--- config.mk ---
export PLATFORM = sky130hd
export DESIGN_NAME = nis_ctrl
export DESIGN_NICKNAME = d
export VERILOG_FILES = /design/src/nis_pkg.sv /design/src/nis_busy_if.sv /design/src/nis_busy_tmr.sv /design/src/nis_ctrl.sv
export VERILOG_INCLUDE_DIRS = /design/src
export SDC_FILE = /design/constraint.sdc
export NUM_CORES = 1
export LEC_CHECK = 0
export BUFFER_PORTS_ARGS = -buffer_cell sky130_fd_sc_hd__buf_2
export CAP_MARGIN = 30
export CORE_AREA = 2 2 92 182
export CTS_CLUSTER_SIZE = 10
export DETAILED_ROUTE_END_ITERATION = 12
export DIE_AREA = 0 0 94 184
export PLACE_DENSITY = 0.77
export SYNTH_ARGS = -nofsm -noshare
export SYNTH_HDL_FRONTEND = slang
export SYNTH_SLANG_ARGS = --single-unit
--- constraint.sdc ---
create_clock -name clk -period 4.75 [get_ports clk]
set_clock_uncertainty 0.2 [all_clocks]
set_input_delay 0.95 -clock clk [delete_from_list [all_inputs] [get_ports clk]]
set_output_delay 0.95 -clock clk [all_outputs]
set_load 0.02 [all_outputs]
--- src/nis_map.svh ---
// Constants of the target control block: opcodes, pin positions, timing
`ifndef NIS_MAP_SVH
`define NIS_MAP_SVH
// Sizes
`define NIS_TARGETS 2
`define NIS_CNT_W 20
// Clock and busy times (us), cycle counts derived from the clock rate
`define NIS_CLK_MHZ 40
`define NIS_T_POR_US 1000
`define NIS_T_RST_US 500
`define NIS_T_ITC_US 1
`define NIS_POR_CYC (`NIS_T_POR_US * `NIS_CLK_MHZ)
`define NIS_RST_CYC (`NIS_T_RST_US * `NIS_CLK_MHZ)
`define NIS_ITC_CYC (`NIS_T_ITC_US * `NIS_CLK_MHZ)
// Positions in the sampled pin vector {ce_b, cle, ale, we_clk, re_b, dq_in}
`define NIS_PIN_RE 8
`define NIS_PIN_WE 9
`define NIS_PIN_ALE 10
`define NIS_PIN_CLE 11
`define NIS_PIN_CE 12
// Status byte bits
`define NIS_SR_WPN 7
`define NIS_SR_RDY 6
`define NIS_SR_ARDY 5
// Feature address and first parameter interface nibble
`define NIS_FA_TIMING 8'h01
`define NIS_P1_SYNC 4'h1
// Opcodes
`define NIS_OP_RESET 8'hff
`define NIS_OP_SRESET 8'hfc
`define NIS_OP_LRESET 8'hfa
`define NIS_OP_STAT 8'h70
`define NIS_OP_STATE 8'h78
`define NIS_OP_SETF 8'hef
`define NIS_OP_READ 8'h00
`define NIS_OP_CCOL 8'h05
`define NIS_OP_CCOLE 8'h06
`define NIS_OP_CCONF 8'he0
`define NIS_OP_RCONF 8'h30
`define NIS_OP_CSEQ 8'h31
`define NIS_OP_RMP 8'h32
`define NIS_OP_CLAST 8'h3f
`define NIS_OP_PROG 8'h80
`define NIS_OP_PCONF 8'h10
`define NIS_OP_PMP 8'h11
`define NIS_OP_PCACHE 8'h15
`endif

--- src/nis_pkg.sv ---
// Types of the target control block
`include "nis_map.svh"
package nis_pkg;
  typedef enum logic [1:0] {SQ_IDLE, SQ_ADDR, SQ_WAIT2, SQ_DATA} nis_seq_t;
  typedef enum logic [1:0] {BK_NONE, BK_POR, BK_RST, BK_ITC} nis_busy_t;
  typedef enum logic [4:0] {OP_NONE, OP_RESET, OP_SYNC_RESET, OP_RESET_LUN, OP_STATUS, OP_STATUS_ENH,
    OP_SET_FEAT, OP_CHG_COL, OP_CHG_COL_ENH, OP_PAGE_READ, OP_READ_MP, OP_CACHE_SEQ, OP_CACHE_RAND,
    OP_CACHE_LAST, OP_PROG, OP_PROG_MP, OP_PROG_CACHE} nis_op_t;
  // Per-target control state
  typedef struct packed {
    logic booted;
    logic sync_mode;
    logic [7:0] p1;
    nis_seq_t seq;
    logic [7:0] cmd1;
    logic [2:0] acnt;
    logic [2:0] need;
    logic [2:0] dcnt;
    logic [7:0] fbyte;
    logic feat_tm;
    logic stat_sel;
    nis_busy_t kind;
    logic to_async;
    logic start;
    logic [`NIS_CNT_W-1:0] len;
  } nis_tgt_t;
  // Busy timer state
  typedef struct packed {
    logic busy;
    logic [`NIS_CNT_W-1:0] cnt;
    logic mark_hit;
    logic done;
  } nis_tmr_t;
endpackage : nis_pkg

--- src/nis_busy_if.sv ---
// Carrier between the target decoder and one busy timer
`timescale 1ns/100ps
`include "nis_map.svh"
interface nis_busy_if;
  logic start;
  logic [`NIS_CNT_W-1:0] len;
  logic [`NIS_CNT_W-1:0] mark;
  logic busy;
  logic mark_hit;
  logic done;
  modport ctrl (output start, output len, output mark, input busy, input mark_hit, input done);
  modport tmr (input start, input len, input mark, output busy, output mark_hit, output done);
endinterface : nis_busy_if

--- src/nis_busy_tmr.sv ---
// Busy timer of one target: counts the busy time and flags a mid-point
`timescale 1ns/100ps
`include "nis_map.svh"
module nis_busy_tmr (
  input logic clk, // System clock
  input logic rst_b, // Asynchronous reset, active low
  nis_busy_if.tmr bif // Start, length, mid-point and results
);
  nis_pkg::nis_tmr_t st_reg;
  nis_pkg::nis_tmr_t st_next;

  // A new start aborts a running count, as a reset aborts an operation
  always_comb begin
    st_next = st_reg;
    st_next.mark_hit = 1'b0;
    st_next.done = 1'b0;
    if (bif.start) begin
      st_next.busy = 1'b1;
      st_next.cnt = '0;
    end else if (st_reg.busy) begin
      st_next.cnt = st_reg.cnt + 1'b1;
      if (st_next.cnt == bif.mark) begin
        st_next.mark_hit = 1'b1;
      end
      if (st_next.cnt == bif.len) begin
        st_next.busy = 1'b0;
        st_next.done = 1'b1;
      end
    end
  end

  // State register
  always_ff @(posedge clk or negedge rst_b) begin
    if (!rst_b) begin
      st_reg <= '0;
    end else begin
      st_reg <= st_next;
    end
  end

  // Results straight from the register
  assign bif.busy = st_reg.busy;
  assign bif.mark_hit = st_reg.mark_hit;
  assign bif.done = st_reg.done;
endmodule : nis_busy_tmr

--- src/nis_ctrl.sv ---
// Target control: power-on reset, interface switching and opcode decode
`timescale 1ns/100ps
`include "nis_map.svh"
module nis_ctrl #(
  parameter int N = `NIS_TARGETS, // Number of targets
  parameter int POR_CYC = `NIS_POR_CYC, // Power-on reset busy cycles
  parameter int RST_CYC = `NIS_RST_CYC, // Reset busy cycles
  parameter int ITC_CYC = `NIS_ITC_CYC // Interface change cycles
) (
  input logic clk, // System clock, 40 MHz
  input logic rst_b, // Asynchronous reset, active low
  input logic [N-1:0] ce_b, // Target selects, active low
  input logic cle, // Command latch enable
  input logic ale, // Address latch enable
  input logic we_clk, // Write strobe or bus clock
  input logic re_b, // Read strobe or write/read select
  input logic [7:0] dq_in, // Data bus in
  output logic [7:0] dq_out, // Data bus out
  output logic dq_oe, // Data bus drive enable
  output logic [N-1:0] ready_busy_b, // High ready, low busy
  output logic [N-1:0] sync_mode, // Synchronous interface active
  output logic [4*N-1:0] timing_mode, // Timing mode per target
  output logic op_valid, // Decoded operation pulse
  output nis_pkg::nis_op_t op_code, // Decoded operation
  output logic [((N > 1) ? $clog2(N) : 1)-1:0] op_target // Target of it
);
  localparam int TW = (N > 1) ? $clog2(N) : 1;
  localparam int PW = N + 12;
  localparam int CW = `NIS_CNT_W;
  localparam int A_REV_MAX = ITC_CYC + 4;

  typedef struct packed {
    logic [PW-1:0] s1;
    logic [PW-1:0] s2;
    logic we_d;
    nis_pkg::nis_tgt_t [N-1:0] tg;
    logic [N-1:0] rb;
    logic [7:0] dq_out;
    logic dq_oe;
    logic op_valid;
    nis_pkg::nis_op_t op_code;
    logic [TW-1:0] op_tgt;
  } nis_state_t;

  nis_state_t st_reg;
  nis_state_t st_next;
  logic [N-1:0] t_busy;
  logic [N-1:0] t_mark;
  logic [N-1:0] t_done;

  // Confirm opcode of a two-cycle command, OP_NONE when it does not fit
  function automatic nis_pkg::nis_op_t conf_op(input logic [7:0] c1, input logic [7:0] c2);
    conf_op = nis_pkg::OP_NONE;
    if (c1 == `NIS_OP_READ) begin
      if (c2 == `NIS_OP_RCONF) conf_op = nis_pkg::OP_PAGE_READ;
      else if (c2 == `NIS_OP_CSEQ) conf_op = nis_pkg::OP_CACHE_RAND;
      else if (c2 == `NIS_OP_RMP) conf_op = nis_pkg::OP_READ_MP;
    end else if (c1 == `NIS_OP_CCOL || c1 == `NIS_OP_CCOLE) begin
      if (c2 == `NIS_OP_CCONF) begin
        conf_op = (c1 == `NIS_OP_CCOLE) ? nis_pkg::OP_CHG_COL_ENH : nis_pkg::OP_CHG_COL;
      end
    end else if (c1 == `NIS_OP_PROG) begin
      if (c2 == `NIS_OP_PCONF) conf_op = nis_pkg::OP_PROG;
      else if (c2 == `NIS_OP_PMP) conf_op = nis_pkg::OP_PROG_MP;
      else if (c2 == `NIS_OP_PCACHE) conf_op = nis_pkg::OP_PROG_CACHE;
    end
  endfunction : conf_op

  // Pins pass two flops; each target keeps its own state and timer
  always_comb begin
    logic [7:0] c;
    logic [7:0] stat;
    logic wr, live, is_cmd, is_adr, is_din, bsy, ok, rd;
    nis_pkg::nis_tgt_t t;
    nis_pkg::nis_op_t op;
    c = st_reg.s2[7:0];
    stat = '0;
    live = 1'b0;
    is_cmd = 1'b0;
    is_adr = 1'b0;
    is_din = 1'b0;
    bsy = 1'b0;
    ok = 1'b0;
    rd = 1'b0;
    wr = 1'b0;
    t = '0;
    op = nis_pkg::OP_NONE;
    st_next = st_reg;
    st_next.s1 = {ce_b, cle, ale, we_clk, re_b, dq_in};
    st_next.s2 = st_reg.s1;
    st_next.we_d = st_reg.s2[`NIS_PIN_WE];
    // Same rising edge latches asynchronous writes and synchronous cycles
    wr = st_reg.s2[`NIS_PIN_WE] & ~st_reg.we_d & st_reg.s2[`NIS_PIN_RE];
    st_next.op_valid = 1'b0;
    st_next.op_code = nis_pkg::OP_NONE;
    st_next.op_tgt = '0;
    st_next.dq_oe = 1'b0;
    st_next.dq_out = '0;
    // Descending so the lowest selected target wins the shared outputs
    for (int i = N - 1; i >= 0; i--) begin
      t = st_reg.tg[i];
      t.start = 1'b0;
      op = nis_pkg::OP_NONE;
      live = wr & ~st_reg.s2[`NIS_PIN_CE + i];
      is_cmd = live & st_reg.s2[`NIS_PIN_CLE] & ~st_reg.s2[`NIS_PIN_ALE];
      is_adr = live & st_reg.s2[`NIS_PIN_ALE] & ~st_reg.s2[`NIS_PIN_CLE];
      // One byte per clock rising edge; the falling copy is identical
      is_din = live & (t.sync_mode ? (st_reg.s2[`NIS_PIN_CLE] & st_reg.s2[`NIS_PIN_ALE]) :
                       ~(st_reg.s2[`NIS_PIN_CLE] | st_reg.s2[`NIS_PIN_ALE]));
      bsy = t_busy[i] | st_reg.tg[i].start;
      // Interface change point inside a reset from synchronous mode
      if (t_mark[i] && t.to_async) begin
        t.sync_mode = 1'b0;
      end
      if (t_done[i]) begin
        if (t.kind == nis_pkg::BK_ITC) begin
          t.p1 = t.fbyte;
          t.sync_mode = (t.fbyte[7:4] == `NIS_P1_SYNC);
        end
        if (t.to_async) begin
          t.p1 = '0;
        end
        t.to_async = 1'b0;
        t.kind = nis_pkg::BK_NONE;
      end
      if (is_cmd) begin
        ok = (!bsy || c == `NIS_OP_RESET || c == `NIS_OP_SRESET || c == `NIS_OP_LRESET ||
              c == `NIS_OP_STAT || c == `NIS_OP_STATE) && (t.booted || c == `NIS_OP_RESET);
        if (ok) begin
          t.stat_sel = 1'b0;
          if ((t.seq == nis_pkg::SQ_WAIT2 || t.seq == nis_pkg::SQ_DATA) &&
              conf_op(t.cmd1, c) != nis_pkg::OP_NONE) begin
            op = conf_op(t.cmd1, c);
            t.seq = nis_pkg::SQ_IDLE;
          end else begin
            // Any other opcode aborts a pending sequence and starts anew
            t.seq = nis_pkg::SQ_IDLE;
            t.cmd1 = c;
            t.acnt = '0;
            if (c == `NIS_OP_RESET) begin
              t.start = 1'b1;
              t.len = t.booted ? CW'(RST_CYC) : CW'(POR_CYC);
              t.kind = t.booted ? nis_pkg::BK_RST : nis_pkg::BK_POR;
              t.to_async = t.sync_mode;
              t.booted = 1'b1;
              op = nis_pkg::OP_RESET;
            end else if (c == `NIS_OP_SRESET) begin
              if (t.sync_mode) begin
                t.start = 1'b1;
                t.len = CW'(RST_CYC);
                t.kind = nis_pkg::BK_RST;
                op = nis_pkg::OP_SYNC_RESET;
              end
            end else if (c == `NIS_OP_STAT) begin
              t.stat_sel = 1'b1;
              op = nis_pkg::OP_STATUS;
            end else if (c == `NIS_OP_CSEQ) begin
              op = nis_pkg::OP_CACHE_SEQ;
            end else if (c == `NIS_OP_CLAST) begin
              op = nis_pkg::OP_CACHE_LAST;
            end else if (c == `NIS_OP_READ || c == `NIS_OP_PROG || c == `NIS_OP_CCOLE) begin
              t.need = 3'd5;
              t.seq = nis_pkg::SQ_ADDR;
            end else if (c == `NIS_OP_CCOL) begin
              t.need = 3'd2;
              t.seq = nis_pkg::SQ_ADDR;
            end else if (c == `NIS_OP_STATE || c == `NIS_OP_LRESET) begin
              t.need = 3'd3;
              t.seq = nis_pkg::SQ_ADDR;
            end else if (c == `NIS_OP_SETF) begin
              t.need = 3'd1;
              t.seq = nis_pkg::SQ_ADDR;
            end
          end
        end
      end else if (is_adr && t.seq == nis_pkg::SQ_ADDR) begin
        t.acnt = t.acnt + 3'd1;
        if (t.acnt == t.need) begin
          t.seq = nis_pkg::SQ_IDLE;
          if (t.cmd1 == `NIS_OP_STATE) begin
            t.stat_sel = 1'b1;
            op = nis_pkg::OP_STATUS_ENH;
          end else if (t.cmd1 == `NIS_OP_LRESET) begin
            t.start = 1'b1;
            t.len = CW'(RST_CYC);
            t.kind = nis_pkg::BK_RST;
            op = nis_pkg::OP_RESET_LUN;
          end else if (t.cmd1 == `NIS_OP_SETF) begin
            t.feat_tm = (c == `NIS_FA_TIMING);
            t.dcnt = '0;
            t.seq = nis_pkg::SQ_DATA;
          end else if (t.cmd1 == `NIS_OP_PROG) begin
            t.seq = nis_pkg::SQ_DATA;
          end else begin
            t.seq = nis_pkg::SQ_WAIT2;
          end
        end
      end else if (is_din && t.seq == nis_pkg::SQ_DATA && t.cmd1 == `NIS_OP_SETF) begin
        t.dcnt = t.dcnt + 3'd1;
        if (t.dcnt == 3'd1) begin
          t.fbyte = c;
        end
        // Upper three parameters carry nothing for the timing feature
        if (t.dcnt == 3'd4) begin
          t.seq = nis_pkg::SQ_IDLE;
          op = nis_pkg::OP_SET_FEAT;
          if (t.feat_tm) begin
            t.start = 1'b1;
            t.len = CW'(ITC_CYC);
            t.kind = nis_pkg::BK_ITC;
          end
        end
      end
      // Ready drops in the cycle a timer start is issued
      st_next.rb[i] = ~(t.start | st_reg.tg[i].start | t_busy[i]);
      if (op != nis_pkg::OP_NONE) begin
        st_next.op_valid = 1'b1;
        st_next.op_code = op;
        st_next.op_tgt = TW'(i);
      end
      // Status byte drives the bus only while a status read is armed
      if (!st_reg.s2[`NIS_PIN_CE + i]) begin
        rd = ~st_reg.s2[`NIS_PIN_RE] &
             (~st_reg.tg[i].sync_mode | (st_reg.s2[`NIS_PIN_CLE] & st_reg.s2[`NIS_PIN_ALE]));
        stat = '0;
        stat[`NIS_SR_WPN] = 1'b1;
        stat[`NIS_SR_RDY] = ~bsy;
        stat[`NIS_SR_ARDY] = ~bsy;
        st_next.dq_oe = rd & st_reg.tg[i].stat_sel;
        st_next.dq_out = stat;
      end
      st_next.tg[i] = t;
    end
  end

  // State register; reset selects asynchronous mode on every target
  always_ff @(posedge clk or negedge rst_b) begin
    if (!rst_b) begin
      st_reg <= '0;
    end else begin
      st_reg <= st_next;
    end
  end

  // One busy timer per target
  for (genvar i = 0; i < N; i++) begin : g_tgt
    nis_busy_if bif ();
    assign bif.start = st_reg.tg[i].start;
    assign bif.len = st_reg.tg[i].len;
    assign bif.mark = CW'(ITC_CYC);
    assign t_busy[i] = bif.busy;
    assign t_mark[i] = bif.mark_hit;
    assign t_done[i] = bif.done;
    assign sync_mode[i] = st_reg.tg[i].sync_mode;
    assign timing_mode[4*i +: 4] = st_reg.tg[i].p1[3:0];
    nis_busy_tmr u_tmr (
      .clk(clk),
      .rst_b(rst_b),
      .bif(bif)
    );
  end

  // Outputs straight from the register
  assign ready_busy_b = st_reg.rb;
  assign dq_out = st_reg.dq_out;
  assign dq_oe = st_reg.dq_oe;
  assign op_valid = st_reg.op_valid;
  assign op_code = st_reg.op_code;
  assign op_target = st_reg.op_tgt;

  // Command cycle seen by target 0, for the checks below
  logic a_cmd0;
  logic [7:0] a_c;
  assign a_c = st_reg.s2[7:0];
  assign a_cmd0 = st_reg.s2[`NIS_PIN_WE] & ~st_reg.we_d & st_reg.s2[`NIS_PIN_RE] &
                  ~st_reg.s2[`NIS_PIN_CE] & st_reg.s2[`NIS_PIN_CLE] & ~st_reg.s2[`NIS_PIN_ALE];
endmodule : nis_ctrl

==> metrics.yaml <==
clock_latency_ns: 0.44
path_clk_slew_ns: 0.07
timing_worst_slew_pin_value_ns: 1.01
p_per_area_nw_per_um2: 304
max_stage_delay_ns: 0.72
tns_ns: 0
holdPathEnd: "st_reg[158]$_DFF_PN0_"
worstPathArrival_ns: 3.50
synth_edf_count: 0
endpoint_kind: "register"
rr_startpoint: "a_c[1]$_DFF_PN0_"
dr.pass1.iters: 8
finalMaxSlewViolations: 0
numCtsBuffers: 17
dieArea_um2: 17300
nNetsFinal: 998
async_flop_share_pct: 100
fillers: 1328
crit_path_max_fanout: 15
seq_area_frac_synth_pct: 46.9
cap_viol_max_count: 0
finalNonFillerCells: 1184
post_dp_cell_area_um2: 9500
gp_routability_congestion: 0.972
yosys.cell_count.top_type: "dfrtp_1"
fmax_mhz: 296
antenna_found_initial: 0
wl_per_cell_um: 20.3
placementRows: 65
synth_top_area_cell: "dfrtp_1"
clock_path_buffers: 2
vias: 7356
yosys.area.top_type_share_pct: 46.9
syn_to_final_growth_pct: 8.42
largest_register_ffs: 72
yosysUniqueCellTypes: 78
crit_top_cell: "nor2_1"
power_report.internal_total_w: 0.00237
syn-instance-count: 965
io_buffers: 38
cts_htree_levels: 4
slew_headroom_pct: 32.1
reg2regPathDepth: 6
place_ws_ns: 1.42
p_leak_nw: 4.69
fin_area_um2: 10100
ioPinCount: 44
antenna_cells: 0
outcome: "finished clean"
drc: 0
setup_viol: 0
multi_input_area_um2: 4490
place_hpwl_um: 18000
grt-ovfl-total: 0
ant_nets: 0
switching_share_pct: 22.9
ys.flop_type: "dfrtp_1"
track_usage_pct: 29.2
pwr-share-comb_pct: 2.5
synth_commonest_cells: "175 x dfrtp_1, 107 x nand2_1, 95 x nor2_1"
synth_area_leaders: "dfrtp_1 47%, nand2_1 4.3%, xor2_1 4.0%"
ff_latch_area_um2: 4380
clockRootBuffer: "clkbuf_16"
synth-seq-cells: 175
start_util_pct: 58.9
synth.avg_cell_area_um2: 9.69
dpl.cell_count: 1151
grt_pass1_wl_um: 38100
power.switching_w: 0.000705
cts_setup_buffers: 0
min_path_cells: 0
cp.required_ns: 4.87
crit_chain: "nand4_1, nor2_1, o2111ai_1, nor2_1, buf_4, mux2_1"
start_kind: "register"
slowest_stage: "dfrtp_1"
postCtsHoldBufs: 0
reg2reg_slack_ns: 1.37
coreArea_um2: 15900
seq_power_share_pct: 49.7
cts.sinks: 175
die_y_um: 184
grt_pass1_vias: 7577
worstHoldStart: "st_next[158]$_DFF_PN0_"
worstSetupPathType: "register to register"
yosys_warnings: 0
min_period_ns: 3.38
hold_class: "register to register"
hold_violations: 0
synth_area_um2: 9350
rr_endpoint: "st_reg[131]$_DFFE_PN0P_"
rsz0062_at_grt: "false"
vdd_ir_drop_max_mv: 0.237
clkPwrFrac_pct: 47.9
cts_tree: "built"
drtIter0Drc: 386
cts_resized: 0
wl_um: 24000
via_per_inst: 6.21
final.period_utilization_pct: 71.2
drive_gt1_share_pct: 10.8
die_width_um: 94
setup_ws_ns: 1.37
grt_start_max_net_pins: 79
-- layer usage --
metal  GRT usage (%)  vias to the layer above  share of wire [%]
met4            22.6                        0                8.4
li1                -                     3438                  -
met5               0                        -                  0
met2            53.8                      208                 55
met1            27.2                     3600                 33
met3            5.45                      110                3.0
-- stage by stage --
step	utilization (%)	hold slack, ns	power [W]
2_1_floorplan	-	0.131	0.00159
3_3_place_gp	59.9	0.131	0.00163
3_5_place_dp	59.9	0.135	0.00163
4_1_cts	63.9	0.147	0.00310
5_1_grt	63.9	0.154	0.00317
6_report	63.9	0.147	0.00308
-- worst max-delay path: cells and delay by family, from the launching register on --
kind,cells,cell delay (ns)
buffers and inverters,1,0.28
muxes,1,0.34
AOI/OAI and AO/OA,1,0.30
DFF,1,0.72
and+or+nand+nor,3,1.42
-- kinds of logic after synthesis --
group | share of synthesized area [%]
buffers and inverters | 5.30
flip-flops | 46.9
XOR/XNOR | 6.47
AND/OR/NAND/NOR | 22.7
AO/OA/AOI/OAI | 11.2
other | 0.0401
multiplexers | 5.80
adder cells (fa/ha/maj) | 1.61
-- power by group through the flow --
stage | Clock, W | Combinational, W | Sequential, W
after floorplan | 0 | 0.0000446 | 0.00154
after global placement | 0 | 0.0000758 | 0.00156
after detailed placement | 0 | 0.0000765 | 0.00156
after CTS | 0.00149 | 0.0000773 | 0.00153
after global routing | 0.00156 | 0.0000856 | 0.00153
final | 0.00147 | 0.0000760 | 0.00153
-- layout by cell type (no fill, tap or decap), drive strengths merged, types with 15 or more instances in the layout --
cell type  synthesis  final
nor4              15     15
nand3             47     47
dfrtp            175    175
o21ai             34     34
nand4             30     30
clkbuf            19     18
nand2            107    107
inv               29     36
nor2              95     95
buf               47     47
nor3              26     26
mux2              41     41
and3              19     19
xnor2             26     26
a21oi             19     19
xor2              43     43
-- worst max path at each step --
stage,cells past startpoint,slack [ns],endpoint,from
5_1_grt,6,1.15,st_reg[126]$_DFFE_PN0P_,a_c[0]$_DFF_PN0_
2_1_floorplan,7,2.06,st_reg[65]$_DFFE_PN0P_,st_reg[64]$_DFFE_PN0P_
3_3_place_gp,6,1.47,st_reg[130]$_DFFE_PN0P_,a_c[7]$_DFF_PN0_
6_report,6,1.37,st_reg[131]$_DFFE_PN0P_,a_c[1]$_DFF_PN0_
3_5_place_dp,6,1.42,st_reg[131]$_DFFE_PN0P_,a_c[7]$_DFF_PN0_
4_1_cts,7,1.36,st_reg[102]$_DFF_PN0_,a_c[7]$_DFF_PN0_
-- cell type report --
type | instances | share of cell area, %
Multi-Input combinational cell | 699 | 44.3
Sequential cell | 175 | 43.2
Clock buffer | 17 | 4.20
Timing Repair Buffer | 48 | 2.78
Tap cell | 201 | 2.48
Clock inverter | 15 | 1.98
Inverter | 29 | 1.07
Note: power is estimated with default switching activity, not from simulation.
